--- src/logic/adc_result_params.svh ---
// constants for the converter result formatter and window detector
// assumes inclusion by bare name from the package and modules below
`ifndef ADC_RESULT_PARAMS_SVH
`define ADC_RESULT_PARAMS_SVH

// register index on the 4-bit register port
`define ADDR_CONTROL       4'h0
`define ADDR_RESULT_HIGH   4'h1
`define ADDR_RESULT_LOW    4'h2
`define ADDR_UPPER_HIGH    4'h3
`define ADDR_UPPER_LOW     4'h4
`define ADDR_LOWER_HIGH    4'h5
`define ADDR_LOWER_LOW     4'h6
`define ADDR_SAR_CONFIG    4'h7
`define ADDR_IRQ_STATUS    4'h8
`define ADDR_IRQ_CLEAR     4'h9
`define ADDR_IRQ_ENABLE    4'hA

// converter_control bit positions
`define CTL_ENABLE         7
`define CTL_TRACK_MODE     6
`define CTL_DONE_FLAG      5
`define CTL_BUSY           4
`define CTL_START_HI       3
`define CTL_START_LO       2
`define CTL_WINDOW_FLAG    1
`define CTL_LEFT_JUSTIFY   0

// sar_config fields
`define CFG_DIV_MSB        7
`define CFG_DIV_LSB        3
`define CFG_DIFFERENTIAL   0

// interrupt status, clear and enable bit positions
`define IRQ_DONE           0
`define IRQ_WINDOW         1

// reset values
`define RESET_CONTROL      8'h00
`define RESET_RESULT       8'h00
`define RESET_DIVIDER      5'h1F
`define RESET_UPPER_LIMIT  16'hFFFF
`define RESET_LOWER_LIMIT  16'h0000
`define RESET_IRQ_ENABLE   2'h0

// sequence lengths in sar clock periods
`define TRACK_SAR_CLOCKS   5'h03
`define CONVERT_SAR_CLOCKS 5'h10

`endif

--- src/logic/adc_result_pkg.sv ---
// types shared by the converter sequencer and the result block
// assumes the params header sits beside it in logic/
`default_nettype none
`include "adc_result_params.svh"

package adc_result_pkg;

  // one-hot sequencer states
  typedef enum logic [2:0] {
    SEQ_IDLE    = 3'b001,
    SEQ_TRACK   = 3'b010,
    SEQ_CONVERT = 3'b100
  } seq_state_t;

  // start-of-conversion source select
  typedef enum logic [1:0] {
    START_ON_WRITE  = 2'b00,
    START_ON_TIMER3 = 2'b01,
    START_ON_PIN    = 2'b10,
    START_ON_TIMER2 = 2'b11
  } start_mode_t;

endpackage : adc_result_pkg

`default_nettype wire

--- src/logic/adc_result_window.sv ---
// converter control, result formatting and window detector
// assumes register port masters obey one-cycle strobes; pins are synchronous
`timescale 1ns/100ps
`default_nettype none
`include "adc_result_params.svh"

module adc_result_window
  import adc_result_pkg::*;
(
  // clock, reset, freeze
  input  wire logic       clk,
  input  wire logic       rst_n,
  input  wire logic       ce,
  // register port
  input  wire logic [3:0] reg_addr,
  input  wire logic [7:0] reg_wdata,
  input  wire logic       reg_wr,
  input  wire logic       reg_rd,
  output logic      [7:0] reg_rdata,
  // start sources
  input  wire logic       timer3_overflow,
  input  wire logic       timer2_overflow,
  input  wire logic       external_convert_start_pin,
  // analog core
  input  wire logic [9:0] analog_code,
  output logic            sar_tick,
  output logic            track_active,
  output logic            hold_active,
  // interrupt
  output logic            irq
);

  //////////////////////////////////////////////////////////////////////
  // helper functions

  // place a raw code in the data register layout
  function automatic logic [15:0] format_word(input logic [9:0] code,
                                              input logic       left,
                                              input logic       diff);
    logic sign_fill;
    sign_fill = diff & code[9];
    if (left) begin
      format_word = {code, 6'b00_0000};
    end else begin
      format_word = {{6{sign_fill}}, code};
    end
  endfunction : format_word

  // a greater than b, signed when the data is differential
  function automatic logic above(input logic [15:0] a,
                                 input logic [15:0] b,
                                 input logic        diff);
    if (diff) begin
      above = $signed(a) > $signed(b);
    end else begin
      above = a > b;
    end
  endfunction : above

  //////////////////////////////////////////////////////////////////////
  // storage
  logic        enable_reg;
  logic        track_mode_reg;
  logic [1:0]  start_sel_reg;
  logic        left_justify_reg;
  logic        done_flag_reg;
  logic        window_flag_reg;
  logic [4:0]  divider_reg;
  logic        differential_reg;
  logic [7:0]  result_high_reg;
  logic [7:0]  result_low_reg;
  logic [15:0] upper_limit_reg;
  logic [15:0] lower_limit_reg;
  logic [1:0]  irq_enable_reg;
  logic        pin_prev_reg;

  // decoded strobes and events
  logic        wr_control;
  logic        wr_clear;
  logic        start_event;
  logic        pin_rise;
  logic        seq_busy;
  logic        seq_tracking;
  logic        seq_converting;
  logic        seq_done;
  logic        start_track;
  logic        start_convert;
  logic [15:0] word_now;
  logic        gt_hit;
  logic        lt_hit;
  logic        window_hit;
  start_mode_t start_mode;

  assign wr_control = reg_wr && (reg_addr == `ADDR_CONTROL);
  assign wr_clear   = reg_wr && (reg_addr == `ADDR_IRQ_CLEAR);
  assign start_mode = start_mode_t'(start_sel_reg);

  //////////////////////////////////////////////////////////////////////
  // control register fields written by software
  always_ff @(posedge clk) begin
    if (!rst_n) begin
      enable_reg       <= 1'(`RESET_CONTROL >> `CTL_ENABLE);
      track_mode_reg   <= 1'b0;
      start_sel_reg    <= 2'b00;
      left_justify_reg <= 1'b0;
    end else if (ce && wr_control) begin
      enable_reg       <= reg_wdata[`CTL_ENABLE];
      track_mode_reg   <= reg_wdata[`CTL_TRACK_MODE];
      start_sel_reg    <= reg_wdata[`CTL_START_HI:`CTL_START_LO];
      left_justify_reg <= reg_wdata[`CTL_LEFT_JUSTIFY];
    end
  end

  // divider and input type
  always_ff @(posedge clk) begin
    if (!rst_n) begin
      divider_reg      <= `RESET_DIVIDER;
      differential_reg <= 1'b0;
    end else if (ce && reg_wr && reg_addr == `ADDR_SAR_CONFIG) begin
      divider_reg      <= reg_wdata[`CFG_DIV_MSB:`CFG_DIV_LSB];
      differential_reg <= reg_wdata[`CFG_DIFFERENTIAL];
    end
  end

  // limit bytes, each loaded on its own
  always_ff @(posedge clk) begin
    if (!rst_n) begin
      upper_limit_reg <= `RESET_UPPER_LIMIT;
      lower_limit_reg <= `RESET_LOWER_LIMIT;
    end else if (ce && reg_wr) begin
      unique case (reg_addr)
        `ADDR_UPPER_HIGH: upper_limit_reg[15:8] <= reg_wdata;
        `ADDR_UPPER_LOW:  upper_limit_reg[7:0]  <= reg_wdata;
        `ADDR_LOWER_HIGH: lower_limit_reg[15:8] <= reg_wdata;
        `ADDR_LOWER_LOW:  lower_limit_reg[7:0]  <= reg_wdata;
        default: ;
      endcase
    end
  end

  // interrupt enable
  always_ff @(posedge clk) begin
    if (!rst_n) begin
      irq_enable_reg <= `RESET_IRQ_ENABLE;
    end else if (ce && reg_wr && reg_addr == `ADDR_IRQ_ENABLE) begin
      irq_enable_reg <= reg_wdata[1:0];
    end
  end

  //////////////////////////////////////////////////////////////////////
  // start-of-conversion selection

  // pin edge detect; the pin is already synchronous
  always_ff @(posedge clk) begin
    if (!rst_n) begin
      pin_prev_reg <= 1'b1;
    end else if (ce) begin
      pin_prev_reg <= external_convert_start_pin;
    end
  end

  assign pin_rise = external_convert_start_pin && !pin_prev_reg;

  always_comb begin
    unique case (start_mode)
      START_ON_WRITE:  start_event = wr_control && reg_wdata[`CTL_BUSY];
      START_ON_TIMER3: start_event = timer3_overflow;
      START_ON_PIN:    start_event = pin_rise;
      START_ON_TIMER2: start_event = timer2_overflow;
    endcase
  end

  // with tracking mode clear the input tracks until the start event
  assign start_convert = enable_reg && !seq_busy && start_event &&
                         (!track_mode_reg || start_mode == START_ON_PIN);
  assign start_track   = enable_reg && !seq_busy && start_event &&
                         track_mode_reg && start_mode != START_ON_PIN;

  conversion_sequencer u_seq (
    .clk           (clk),
    .rst_n         (rst_n),
    .ce            (ce),
    .divider       (divider_reg),
    .enable        (enable_reg),
    .start_track   (start_track),
    .start_convert (start_convert),
    .sar_tick      (sar_tick),
    .tracking      (seq_tracking),
    .converting    (seq_converting),
    .busy          (seq_busy),
    .done          (seq_done)
  );

  // analog track and hold commands
  always_comb begin
    if (!enable_reg) begin
      track_active = 1'b0;
    end else if (!track_mode_reg) begin
      track_active = !seq_converting;
    end else if (start_mode == START_ON_PIN) begin
      track_active = !seq_busy && !external_convert_start_pin;
    end else begin
      track_active = seq_tracking;
    end
  end

  assign hold_active = seq_converting;

  //////////////////////////////////////////////////////////////////////
  // result formatting and window compare
  assign word_now   = format_word(analog_code, left_justify_reg, differential_reg);
  assign gt_hit     = above(word_now, upper_limit_reg, differential_reg);
  assign lt_hit     = above(lower_limit_reg, word_now, differential_reg);

  // lower above upper: inside window; otherwise outside
  assign window_hit = above(lower_limit_reg, upper_limit_reg, differential_reg) ?
                      (gt_hit && lt_hit) : (gt_hit || lt_hit);

  // result bytes; a finished conversion beats a software write
  always_ff @(posedge clk) begin
    if (!rst_n) begin
      result_high_reg <= `RESET_RESULT;
      result_low_reg  <= `RESET_RESULT;
    end else if (ce) begin
      if (seq_done) begin
        result_high_reg <= word_now[15:8];
        result_low_reg  <= word_now[7:0];
      end else if (reg_wr && reg_addr == `ADDR_RESULT_HIGH) begin
        result_high_reg <= reg_wdata;
      end else if (reg_wr && reg_addr == `ADDR_RESULT_LOW) begin
        result_low_reg  <= reg_wdata;
      end
    end
  end

  //////////////////////////////////////////////////////////////////////
  // sticky flags: hardware set wins over any clear in the same cycle
  always_ff @(posedge clk) begin
    if (!rst_n) begin
      done_flag_reg <= 1'b0;
    end else if (ce) begin
      if (seq_done) begin
        done_flag_reg <= 1'b1;
      end else if (wr_clear && reg_wdata[`IRQ_DONE]) begin
        done_flag_reg <= 1'b0;
      end else if (wr_control) begin
        done_flag_reg <= reg_wdata[`CTL_DONE_FLAG];
      end
    end
  end

  always_ff @(posedge clk) begin
    if (!rst_n) begin
      window_flag_reg <= 1'b0;
    end else if (ce) begin
      if (seq_done && window_hit) begin
        window_flag_reg <= 1'b1;
      end else if (wr_clear && reg_wdata[`IRQ_WINDOW]) begin
        window_flag_reg <= 1'b0;
      end else if (wr_control) begin
        window_flag_reg <= reg_wdata[`CTL_WINDOW_FLAG];
      end
    end
  end

  // level interrupt from enabled flags
  assign irq = (done_flag_reg && irq_enable_reg[`IRQ_DONE]) ||
               (window_flag_reg && irq_enable_reg[`IRQ_WINDOW]);

  //////////////////////////////////////////////////////////////////////
  // read data, one cycle after the strobe; unmapped reads zero
  always_ff @(posedge clk) begin
    if (!rst_n) begin
      reg_rdata <= 8'h00;
    end else if (ce) begin
      if (!reg_rd) begin
        reg_rdata <= 8'h00;
      end else begin
        unique case (reg_addr)
          `ADDR_CONTROL:     reg_rdata <= {enable_reg, track_mode_reg, done_flag_reg, seq_busy,
                                           start_sel_reg, window_flag_reg, left_justify_reg};
          `ADDR_RESULT_HIGH: reg_rdata <= result_high_reg;
          `ADDR_RESULT_LOW:  reg_rdata <= result_low_reg;
          `ADDR_UPPER_HIGH:  reg_rdata <= upper_limit_reg[15:8];
          `ADDR_UPPER_LOW:   reg_rdata <= upper_limit_reg[7:0];
          `ADDR_LOWER_HIGH:  reg_rdata <= lower_limit_reg[15:8];
          `ADDR_LOWER_LOW:   reg_rdata <= lower_limit_reg[7:0];
          `ADDR_SAR_CONFIG:  reg_rdata <= {divider_reg, 2'b00, differential_reg};
          `ADDR_IRQ_STATUS:  reg_rdata <= {6'b00_0000, window_flag_reg, done_flag_reg};
          `ADDR_IRQ_ENABLE:  reg_rdata <= {6'b00_0000, irq_enable_reg};
          default:           reg_rdata <= 8'h00;
        endcase
      end
    end
  end

endmodule : adc_result_window

`default_nettype wire

--- src/logic/conversion_sequencer.sv ---
// sar clock divider and track/convert sequencer
// assumes one clock, synchronous active-low reset and a freeze enable
`timescale 1ns/100ps
`default_nettype none
`include "adc_result_params.svh"

module conversion_sequencer
  import adc_result_pkg::*;
(
  // clock and reset
  input  wire logic       clk,
  input  wire logic       rst_n,
  input  wire logic       ce,
  // control from the register side
  input  wire logic [4:0] divider,
  input  wire logic       enable,
  input  wire logic       start_track,
  input  wire logic       start_convert,
  // status
  output logic            sar_tick,
  output logic            tracking,
  output logic            converting,
  output logic            busy,
  output logic            done
);

  seq_state_t state_reg;
  logic [4:0] div_count_reg;
  logic [4:0] sar_count_reg;

  //////////////////////////////////////////////////////////////////////
  // sar clock: one tick every divider+1 system clocks while active
  assign sar_tick   = (state_reg != SEQ_IDLE) && (div_count_reg == divider);
  assign tracking   = (state_reg == SEQ_TRACK);
  assign converting = (state_reg == SEQ_CONVERT);
  assign busy       = (state_reg != SEQ_IDLE);

  // divider restarts with each sequence so the first period is whole
  always_ff @(posedge clk) begin
    if (!rst_n) begin
      div_count_reg <= 5'h00;
    end else if (ce) begin
      if (state_reg == SEQ_IDLE || sar_tick) begin
        div_count_reg <= 5'h00;
      end else begin
        div_count_reg <= div_count_reg + 5'h01;
      end
    end
  end

  //////////////////////////////////////////////////////////////////////
  // state and sar period counter; disable aborts without a result
  always_ff @(posedge clk) begin
    if (!rst_n) begin
      state_reg     <= SEQ_IDLE;
      sar_count_reg <= 5'h00;
    end else if (ce) begin
      if (!enable) begin
        state_reg     <= SEQ_IDLE;
        sar_count_reg <= 5'h00;
      end else begin
        unique case (state_reg)
          SEQ_IDLE: begin
            sar_count_reg <= 5'h00;
            if (start_convert) begin
              state_reg <= SEQ_CONVERT;
            end else if (start_track) begin
              state_reg <= SEQ_TRACK;
            end
          end
          SEQ_TRACK: begin
            if (sar_tick) begin
              if (sar_count_reg == `TRACK_SAR_CLOCKS - 5'h01) begin
                state_reg     <= SEQ_CONVERT;
                sar_count_reg <= 5'h00;
              end else begin
                sar_count_reg <= sar_count_reg + 5'h01;
              end
            end
          end
          SEQ_CONVERT: begin
            if (sar_tick) begin
              if (sar_count_reg == `CONVERT_SAR_CLOCKS - 5'h01) begin
                state_reg     <= SEQ_IDLE;
                sar_count_reg <= 5'h00;
              end else begin
                sar_count_reg <= sar_count_reg + 5'h01;
              end
            end
          end
        endcase
      end
    end
  end

  //////////////////////////////////////////////////////////////////////
  // end-of-conversion pulse, one cycle after the last sar period
  always_ff @(posedge clk) begin
    if (!rst_n) begin
      done <= 1'b0;
    end else if (ce) begin
      done <= enable && converting && sar_tick &&
              (sar_count_reg == `CONVERT_SAR_CLOCKS - 5'h01);
    end
  end

endmodule : conversion_sequencer

`default_nettype wire

--- config.mk ---
export PLATFORM = sky130hd
export DESIGN_NAME = adc_result_window
export DESIGN_NICKNAME = d
export VERILOG_FILES = /design/src/logic/adc_result_pkg.sv /design/src/logic/adc_result_window.sv /design/src/logic/conversion_sequencer.sv
export VERILOG_INCLUDE_DIRS = /design/src /design/src/logic
export SDC_FILE = /design/constraint.sdc
export NUM_CORES = 1
export LEC_CHECK = 0
export BUFFER_PORTS_ARGS = -buffer_cell sky130_fd_sc_hd__buf_4
export CAP_MARGIN = 30
export CORE_AREA = 2 2 123 125
export DETAILED_ROUTE_END_ITERATION = 8
export DIE_AREA = 0 0 125 127
export HOLD_SLACK_MARGIN = 0.12
export SYNTH_ARGS = -nofsm -noshare
export SYNTH_HDL_FRONTEND = slang
export SYNTH_SLANG_ARGS = --single-unit
--- constraint.sdc ---
create_clock -name clk -period 4.1 [get_ports clk]
set_clock_uncertainty 0.05 [all_clocks]
set_input_delay 0.82 -clock clk [delete_from_list [all_inputs] [get_ports clk]]
set_output_delay 0.82 -clock clk [all_outputs]
set_load 0.03 [all_outputs]
==> impl_results.md, run 1 <==
- Outcome: finished clean
- Post-synthesis cell count: around 700
- I/O pin count: between 40 and 50
- CTS resizes: 0
- Initial antenna violation count: 0
- First-pass GRT wire length: between 20000 and 30000 um
- Synth area leader: dfxtp_1
- Fraction of layout cells with a size suffix above 1: 0.1117
- Fin Hold WS: around 0.42 ns
- Post-CTS Hold Fix Bufs: 0
- Fin crit period: 3.326 ns
- WP data arrival: between 3 and 4 ns
- Synthesized area: 0.005757 sq mm
- Seq cells post-synth: 86
- Row count: 44
- RSZ-0062 raised after global routing: false
- Worst-path clk slew: about 0.070 ns
- Post-CTS Setup Bufs: 0
- Final Hold Vio Count: 0
- Post-DRT Antenna Nets: 0
- Relative slew slack: 0.4623
- Hold crit path type: reg2reg
- Pwr dens: roughly 280 mW/mm^2
- Critical path endpoint category: flop
- GRT Overall Usage: 0.2220
- CTS buffer count: 9
- Worst path cell trace: nor2b_1 -> and2_1 -> a21oi_1 -> ha_1 -> nand4_1 -> a2111o_1 -> and4b_1 -> or4_1 -> maj3_2 -> a21oi_2
- Drt drc: 0
- Vias in the first global route: around 5100
- Endpoints failing setup: 0
- Worst slew pin tran: approximately 0.80 ns
- Die Ht: between 100 and 150 um
- Distinct cells, synth: 66
- # fillers: approximately 1400
- Wire length per cell: 19.51 um
- CTS Sinks: between 80 and 90
- WP data required: roughly 4.3 ns
- Cell leakage power: 2.793 nW
- DR pass1 iterations: 5
- Post-synth top area share: 0.2991
- Post-Syn Nets: approximately 760
- Maximum root-to-sink buffer count: 2
- Share of the yosys chip area belonging to registers: 0.2991
- Maxcap violations: 0
- Die width: around 130 um
- Synth warn: 0
- Initial Utilization: 0.3991
- Full die area: 0.01588 sq mm
- Ys async rst share: 0
- Most common cell in the netlist: dfxtp_1
- Tcrit/Tclk final: 0.8112
- CORE AREA: about 0.014 sq mm
- Syn avg cell area: 8.466 sq um
- WS Path Type: reg2reg
- Main synth FF type: dfxtp_1
- IO buf count: roughly 40
- Final Slew Violations: 0
- Worst path slowest cell: dfxtp_1
- Pin count of the biggest net entering global routing: 85
- Max frequency: ~300 MHz
- 1st-iter DRT viols: 495
- Max FO, Critical Path: 15
- Fin nets: a little under 800
- VDD IR max: between 200 and 250 uV
- Via count: around 5200
- Synth top area cells: dfxtp_1, ha_1, mux2i_1
- Remaining global-route overflow: 0
- CTS tree: yes
- H-tree lvl count: 3
- Post-synth top cells: dfxtp_1, mux2i_1, ha_1, nand2_1, nor2b_1
- Biggest cell delay along the critical path: around 0.65 ns
- DP HPWL: approximately 13000 um
- Root Buffer: clkbuf_16
- TNS Setup: 0 ns
- Number of synthesized flops with an enable pin: 0
- Clk_lat worst skew: between 0.3 and 0.4 ns
- Ant. Diodes: 0
- Worst setup SP type: flop
- Area Overhead vs Synth: 12.78%
- Final WL: between 15000 and 20000 um
- Global placement routability congestion: ~0.84
- Drt via density: ~6
[metrics by stage]
step                power, mW  cells  setup WS, ns  cell area, sq um  utilization
floorplan               1.001    680        0.8108              5757            -
global placement        1.075    876        0.5657              6216       0.4310
detailed placement      1.078    876        0.4985              6216       0.4310
CTS                     1.848    891        0.8063              6492       0.4501
global route            1.902    891        0.5175              6492       0.4501
finish                  1.837    891        0.7741              6492       0.4501
[cell type report]
type / count / area [sq um] / share of cell area
clock buffer: 11 / 242.7 / 0.03739
clock inverter: 4 / 33.78 / 0.005203
inverter: 46 / 172.7 / 0.02659
multi-input combinational: 512 / 3731 / 0.5747
sequential: 86 / 1722 / 0.2652
tap: 184 / 230.2 / 0.03546
timing repair buffer: 48 / 360.3 / 0.05550
[placed cells by master, fill, tap and decap left out, types with 5 or more instances in the layout]
cell type,synthesis,routed
dfxtp_1,86,86
buf_4,0,48
and2_1,9,9
a21oi_1,44,44
a31oi_1,6,6
nor2b_1,50,50
nand2b_1,13,13
mux2i_1,61,61
nor2_1,40,40
nand3_1,17,17
ha_1,53,53
nand2_1,53,53
o211a_1,7,7
mux2_2,6,6
o211ai_1,19,19
xnor2_1,5,5
a21o_1,5,5
nand4_1,16,16
inv_1,45,45
a221oi_1,8,8
clkbuf_16,0,9
nor3_1,6,6
o21ai_0,19,19
o2bb2ai_1,5,5
[worst paths after layout]
path                                       start              end  slack (ns)  cells past startpoint
worst max-delay path            left_justify_reg  window_flag_reg        0.77                     10
worst min-delay path                pin_prev_reg     pin_prev_reg        0.42                      2
worst max register to register  left_justify_reg  window_flag_reg        0.77                     10
worst min register to register      pin_prev_reg     pin_prev_reg        0.42                      2
[worst max-delay path: cells and delay by family, from the launching register on]
kind | cells | cell delay, ns
and+or+nand+nor | 5 | 1.22
AOI/OAI and AO/OA | 3 | 0.77
adders and majority gates | 2 | 0.55
DFF | 1 | 0.65
[metal layers]
metal  part of all wire  GRT usage  vias up
li1                   -          -     2513
met1               0.46     0.2962     2497
met2               0.46     0.3724      181
met3              0.056    0.03811       20
met4              0.018    0.06209        0
met5                  0          0        -
[where the power goes]
| group | switching (mW) | internal (mW) | leakage, nW |
|---|---|---|---|
| logic | 0.130 | 0.0792 | 1.97 |
| clock network | 0.348 | 0.427 | 0.132 |
| registers | 0.00831 | 0.844 | 0.695 |
| total | 0.487 | 1.35 | 2.79 |
[cell families after synthesis]
| kind of cell | Yosys count | synth area share |
|---|---|---|
| and+or+nand+nor | 228 | 0.2067 |
| AOI/OAI and AO/OA | 151 | 0.1795 |
| DFF | 86 | 0.2991 |
| buffers and inverters | 82 | 0.05390 |
| muxes | 71 | 0.1315 |
| adders and majority gates | 54 | 0.1171 |
| xor gates and xnor gates | 8 | 0.01217 |
Power figures use the tool's default switching activity.
==> inputs of run 2 (changes only) <==
==> constraint.sdc (replaced) <==
create_clock -name clk -period 2.7 [get_ports clk]
set_clock_uncertainty 0.05 [all_clocks]
set_input_delay 0.54 -clock clk [delete_from_list [all_inputs] [get_ports clk]]
set_output_delay 0.54 -clock clk [all_outputs]
set_load 0.03 [all_outputs]
==> run 2 against run 1 <==
Compared with the run above: the flow now finishes with violations (setup timing); count of clock-buffer cells in the layout decreased by 2; non-clock buffer count up 45; power increased by 55%; register-to-register slack got worse by 0.92 ns; via count is 5.3% higher; largest cell class unchanged; sequential share of layout area fell by 1.6 points; highest routed layer unchanged; utilization increased by 3.0 points; global-route usage increased by 0.82 points.
==> impl_results.md, run 2 (synthesized netlist as in run 1, its figures left out) <==
- Fin nets: just over 800
- GRT Overall Usage: 0.2303
- Failing checks: setup timing
- Critical path endpoint category: flop
- # fillers: about 1400
- Wire length per cell: roughly 20 um
- FF-to-FF setup slack: -0.14 ns
- Via count: about 5500
- Die width: 125 um
- VDD IR max: ~400 uV
- Relative slew slack: 0.4365
- Final Hold Vio Count: 0
- CTS tree: yes
- Reg-to-reg endpoint: window_flag_reg
- Full die area: 0.01588 sq mm
- Sequential cell area: 0.001725 sq mm
- Reg2Reg Depth: 10
- CTS Sinks: 86
- Ant. Diodes: 0
- Drt via density: around 5.9
- 1st-iter DRT viols: between 500 and 600
- Post-CTS Hold Fix Bufs: 0
- Final worst setup slack: -0.1413 ns
- Clk_lat worst skew: ~0.35 ns
- Maxcap violations: 0
- Footprint of the multi-input gates: 0.003787 sq mm
- IO buf count: 41
- Max frequency: ~350 MHz
- Tcrit/Tclk final: 1.052
- Drt drc: 0
- First-pass GRT wire length: 29060 um
- Max FO, Critical Path: 8
- Most frequent cells in the layout: buf_4, dfxtp_1, mux2i_1
- Maximum root-to-sink buffer count: 2
- DR pass1 iterations: 7
- WP data arrival: about 3.1 ns
- Die Ht: about 130 um
- Hold wc startpoint: external_convert_start_pin
- Initial Utilization: 0.3991
- Global placement routability congestion: around 0.94
- Hold crit path type: in2reg
- Remaining global-route overflow: 0
- Fin crit period: about 2.8 ns
- Row count: 44
- Root Buffer: clkbuf_16
- Worst setup SP type: flop
- Pin count of the biggest net entering global routing: 55
- Worst slew pin tran: 0.8380 ns
- RSZ-0062 raised after global routing: true
- WHS Endpoint: pin_prev_reg
- Final Slew Violations: 0
- Final WL: approximately 18000 um
- H-tree lvl count: 3
- Endpoints failing setup: 1
- Vias in the first global route: 5400
- DP Area: between 0.006 and 0.007 sq mm
- Fraction of layout cells with a size suffix above 1: 0.1819
- WS Path Type: reg2reg
- CORE AREA: ~0.014 sq mm
- Design Area, Final: 0.006920 sq mm
- Commonest non-fill, non-tap cell in the layout: buf_4
- Worst-path clk slew: about 0.07 ns
- Area Overhead vs Synth: 20.21%
- I/O pin count: 42
- DP HPWL: 13850 um
- Reg-to-reg startpoint: left_justify_reg
- Outcome: complete, but fails checks
- Min-Delay Path Depth: 3
- Pwr dens: around 410 mW/mm^2
- Post-DRT Antenna Nets: 0
- Cell leakage power: 3.037 nW
- Setup WS pre-CTS: -0.4157 ns
- CTS buffer count: 9
- Initial antenna violation count: 0
- WP data required: between 2 and 3 ns
[run 2: area by class of cell]
class / instances / area share
Clock buffer: 9 / 0.03254
Clock inverter: 7 / 0.008317
Inverter: 46 / 0.02495
Multi-Input combinational cell: 512 / 0.5473
Sequential cell: 86 / 0.2493
Tap cell: 184 / 0.03327
Timing Repair Buffer: 93 / 0.1043
[run 2: stage by stage]
stage / setup TNS (ns) / std cells / utilization / hold WS, ns / power, mW
2_1_floorplan: -0.1622 / 680 / - / 0.3923 / 1.521
3_3_place_gp: -0.3558 / 915 / 0.4545 / 0.4053 / 1.659
3_5_place_dp: -0.4157 / 916 / 0.4551 / 0.4131 / 1.667
4_1_cts: -0.1514 / 936 / 0.4781 / 0.3742 / 2.859
5_1_grt: -0.2469 / 937 / 0.4798 / 0.3789 / 2.940
6_report: -0.1413 / 937 / 0.4798 / 0.3764 / 2.849
[run 2: routing by layer]
layer | GRT usage | part of all wire | vias up
li1 | - | - | 2594
met1 | 0.3084 | 0.46 | 2668
met2 | 0.3766 | 0.46 | 191
met3 | 0.03936 | 0.059 | 35
met4 | 0.08105 | 0.022 | 0
met5 | 0 | 0 | -
[run 2: worst max path at each step]
stage	slack [ns]	depth (start not counted)	start	to
after floorplan	-0.16	10	analog_code[9]	window_flag_reg
after global placement	-0.36	11	analog_code[9]	window_flag_reg
after detailed placement	-0.42	11	analog_code[9]	window_flag_reg
after CTS	-0.15	10	left_justify_reg	window_flag_reg
after global routing	-0.25	10	left_justify_reg	window_flag_reg
final	-0.14	10	left_justify_reg	window_flag_reg
[run 2: critical path, cell delays in order (launching register included)]
cell      delay (ns)
dfxtp_4         0.41
nor2b_4         0.13
and2_4          0.20
a21oi_2         0.06
ha_1            0.29
nand4_1         0.14
a2111o_1        0.41
and4b_1         0.21
or4_1           0.47
maj3_2          0.32
a21oi_2         0.10
[run 2: what timing repair did]
action / in CTS / in global routing
pin swaps: 8 / 7
endpoints found under the setup margin: 1 / 1
setup buffers: 5 / 1
resized for setup: 10 / 3
[run 2: where the power goes]
part / internal [mW] / leakage [nW] / switching, mW / total (mW)
Clock: 0.635 / 0.129 / 0.562 / 1.20
Sequential: 1.28 / 0.696 / 0.0122 / 1.29
Combinational: 0.148 / 2.21 / 0.212 / 0.359
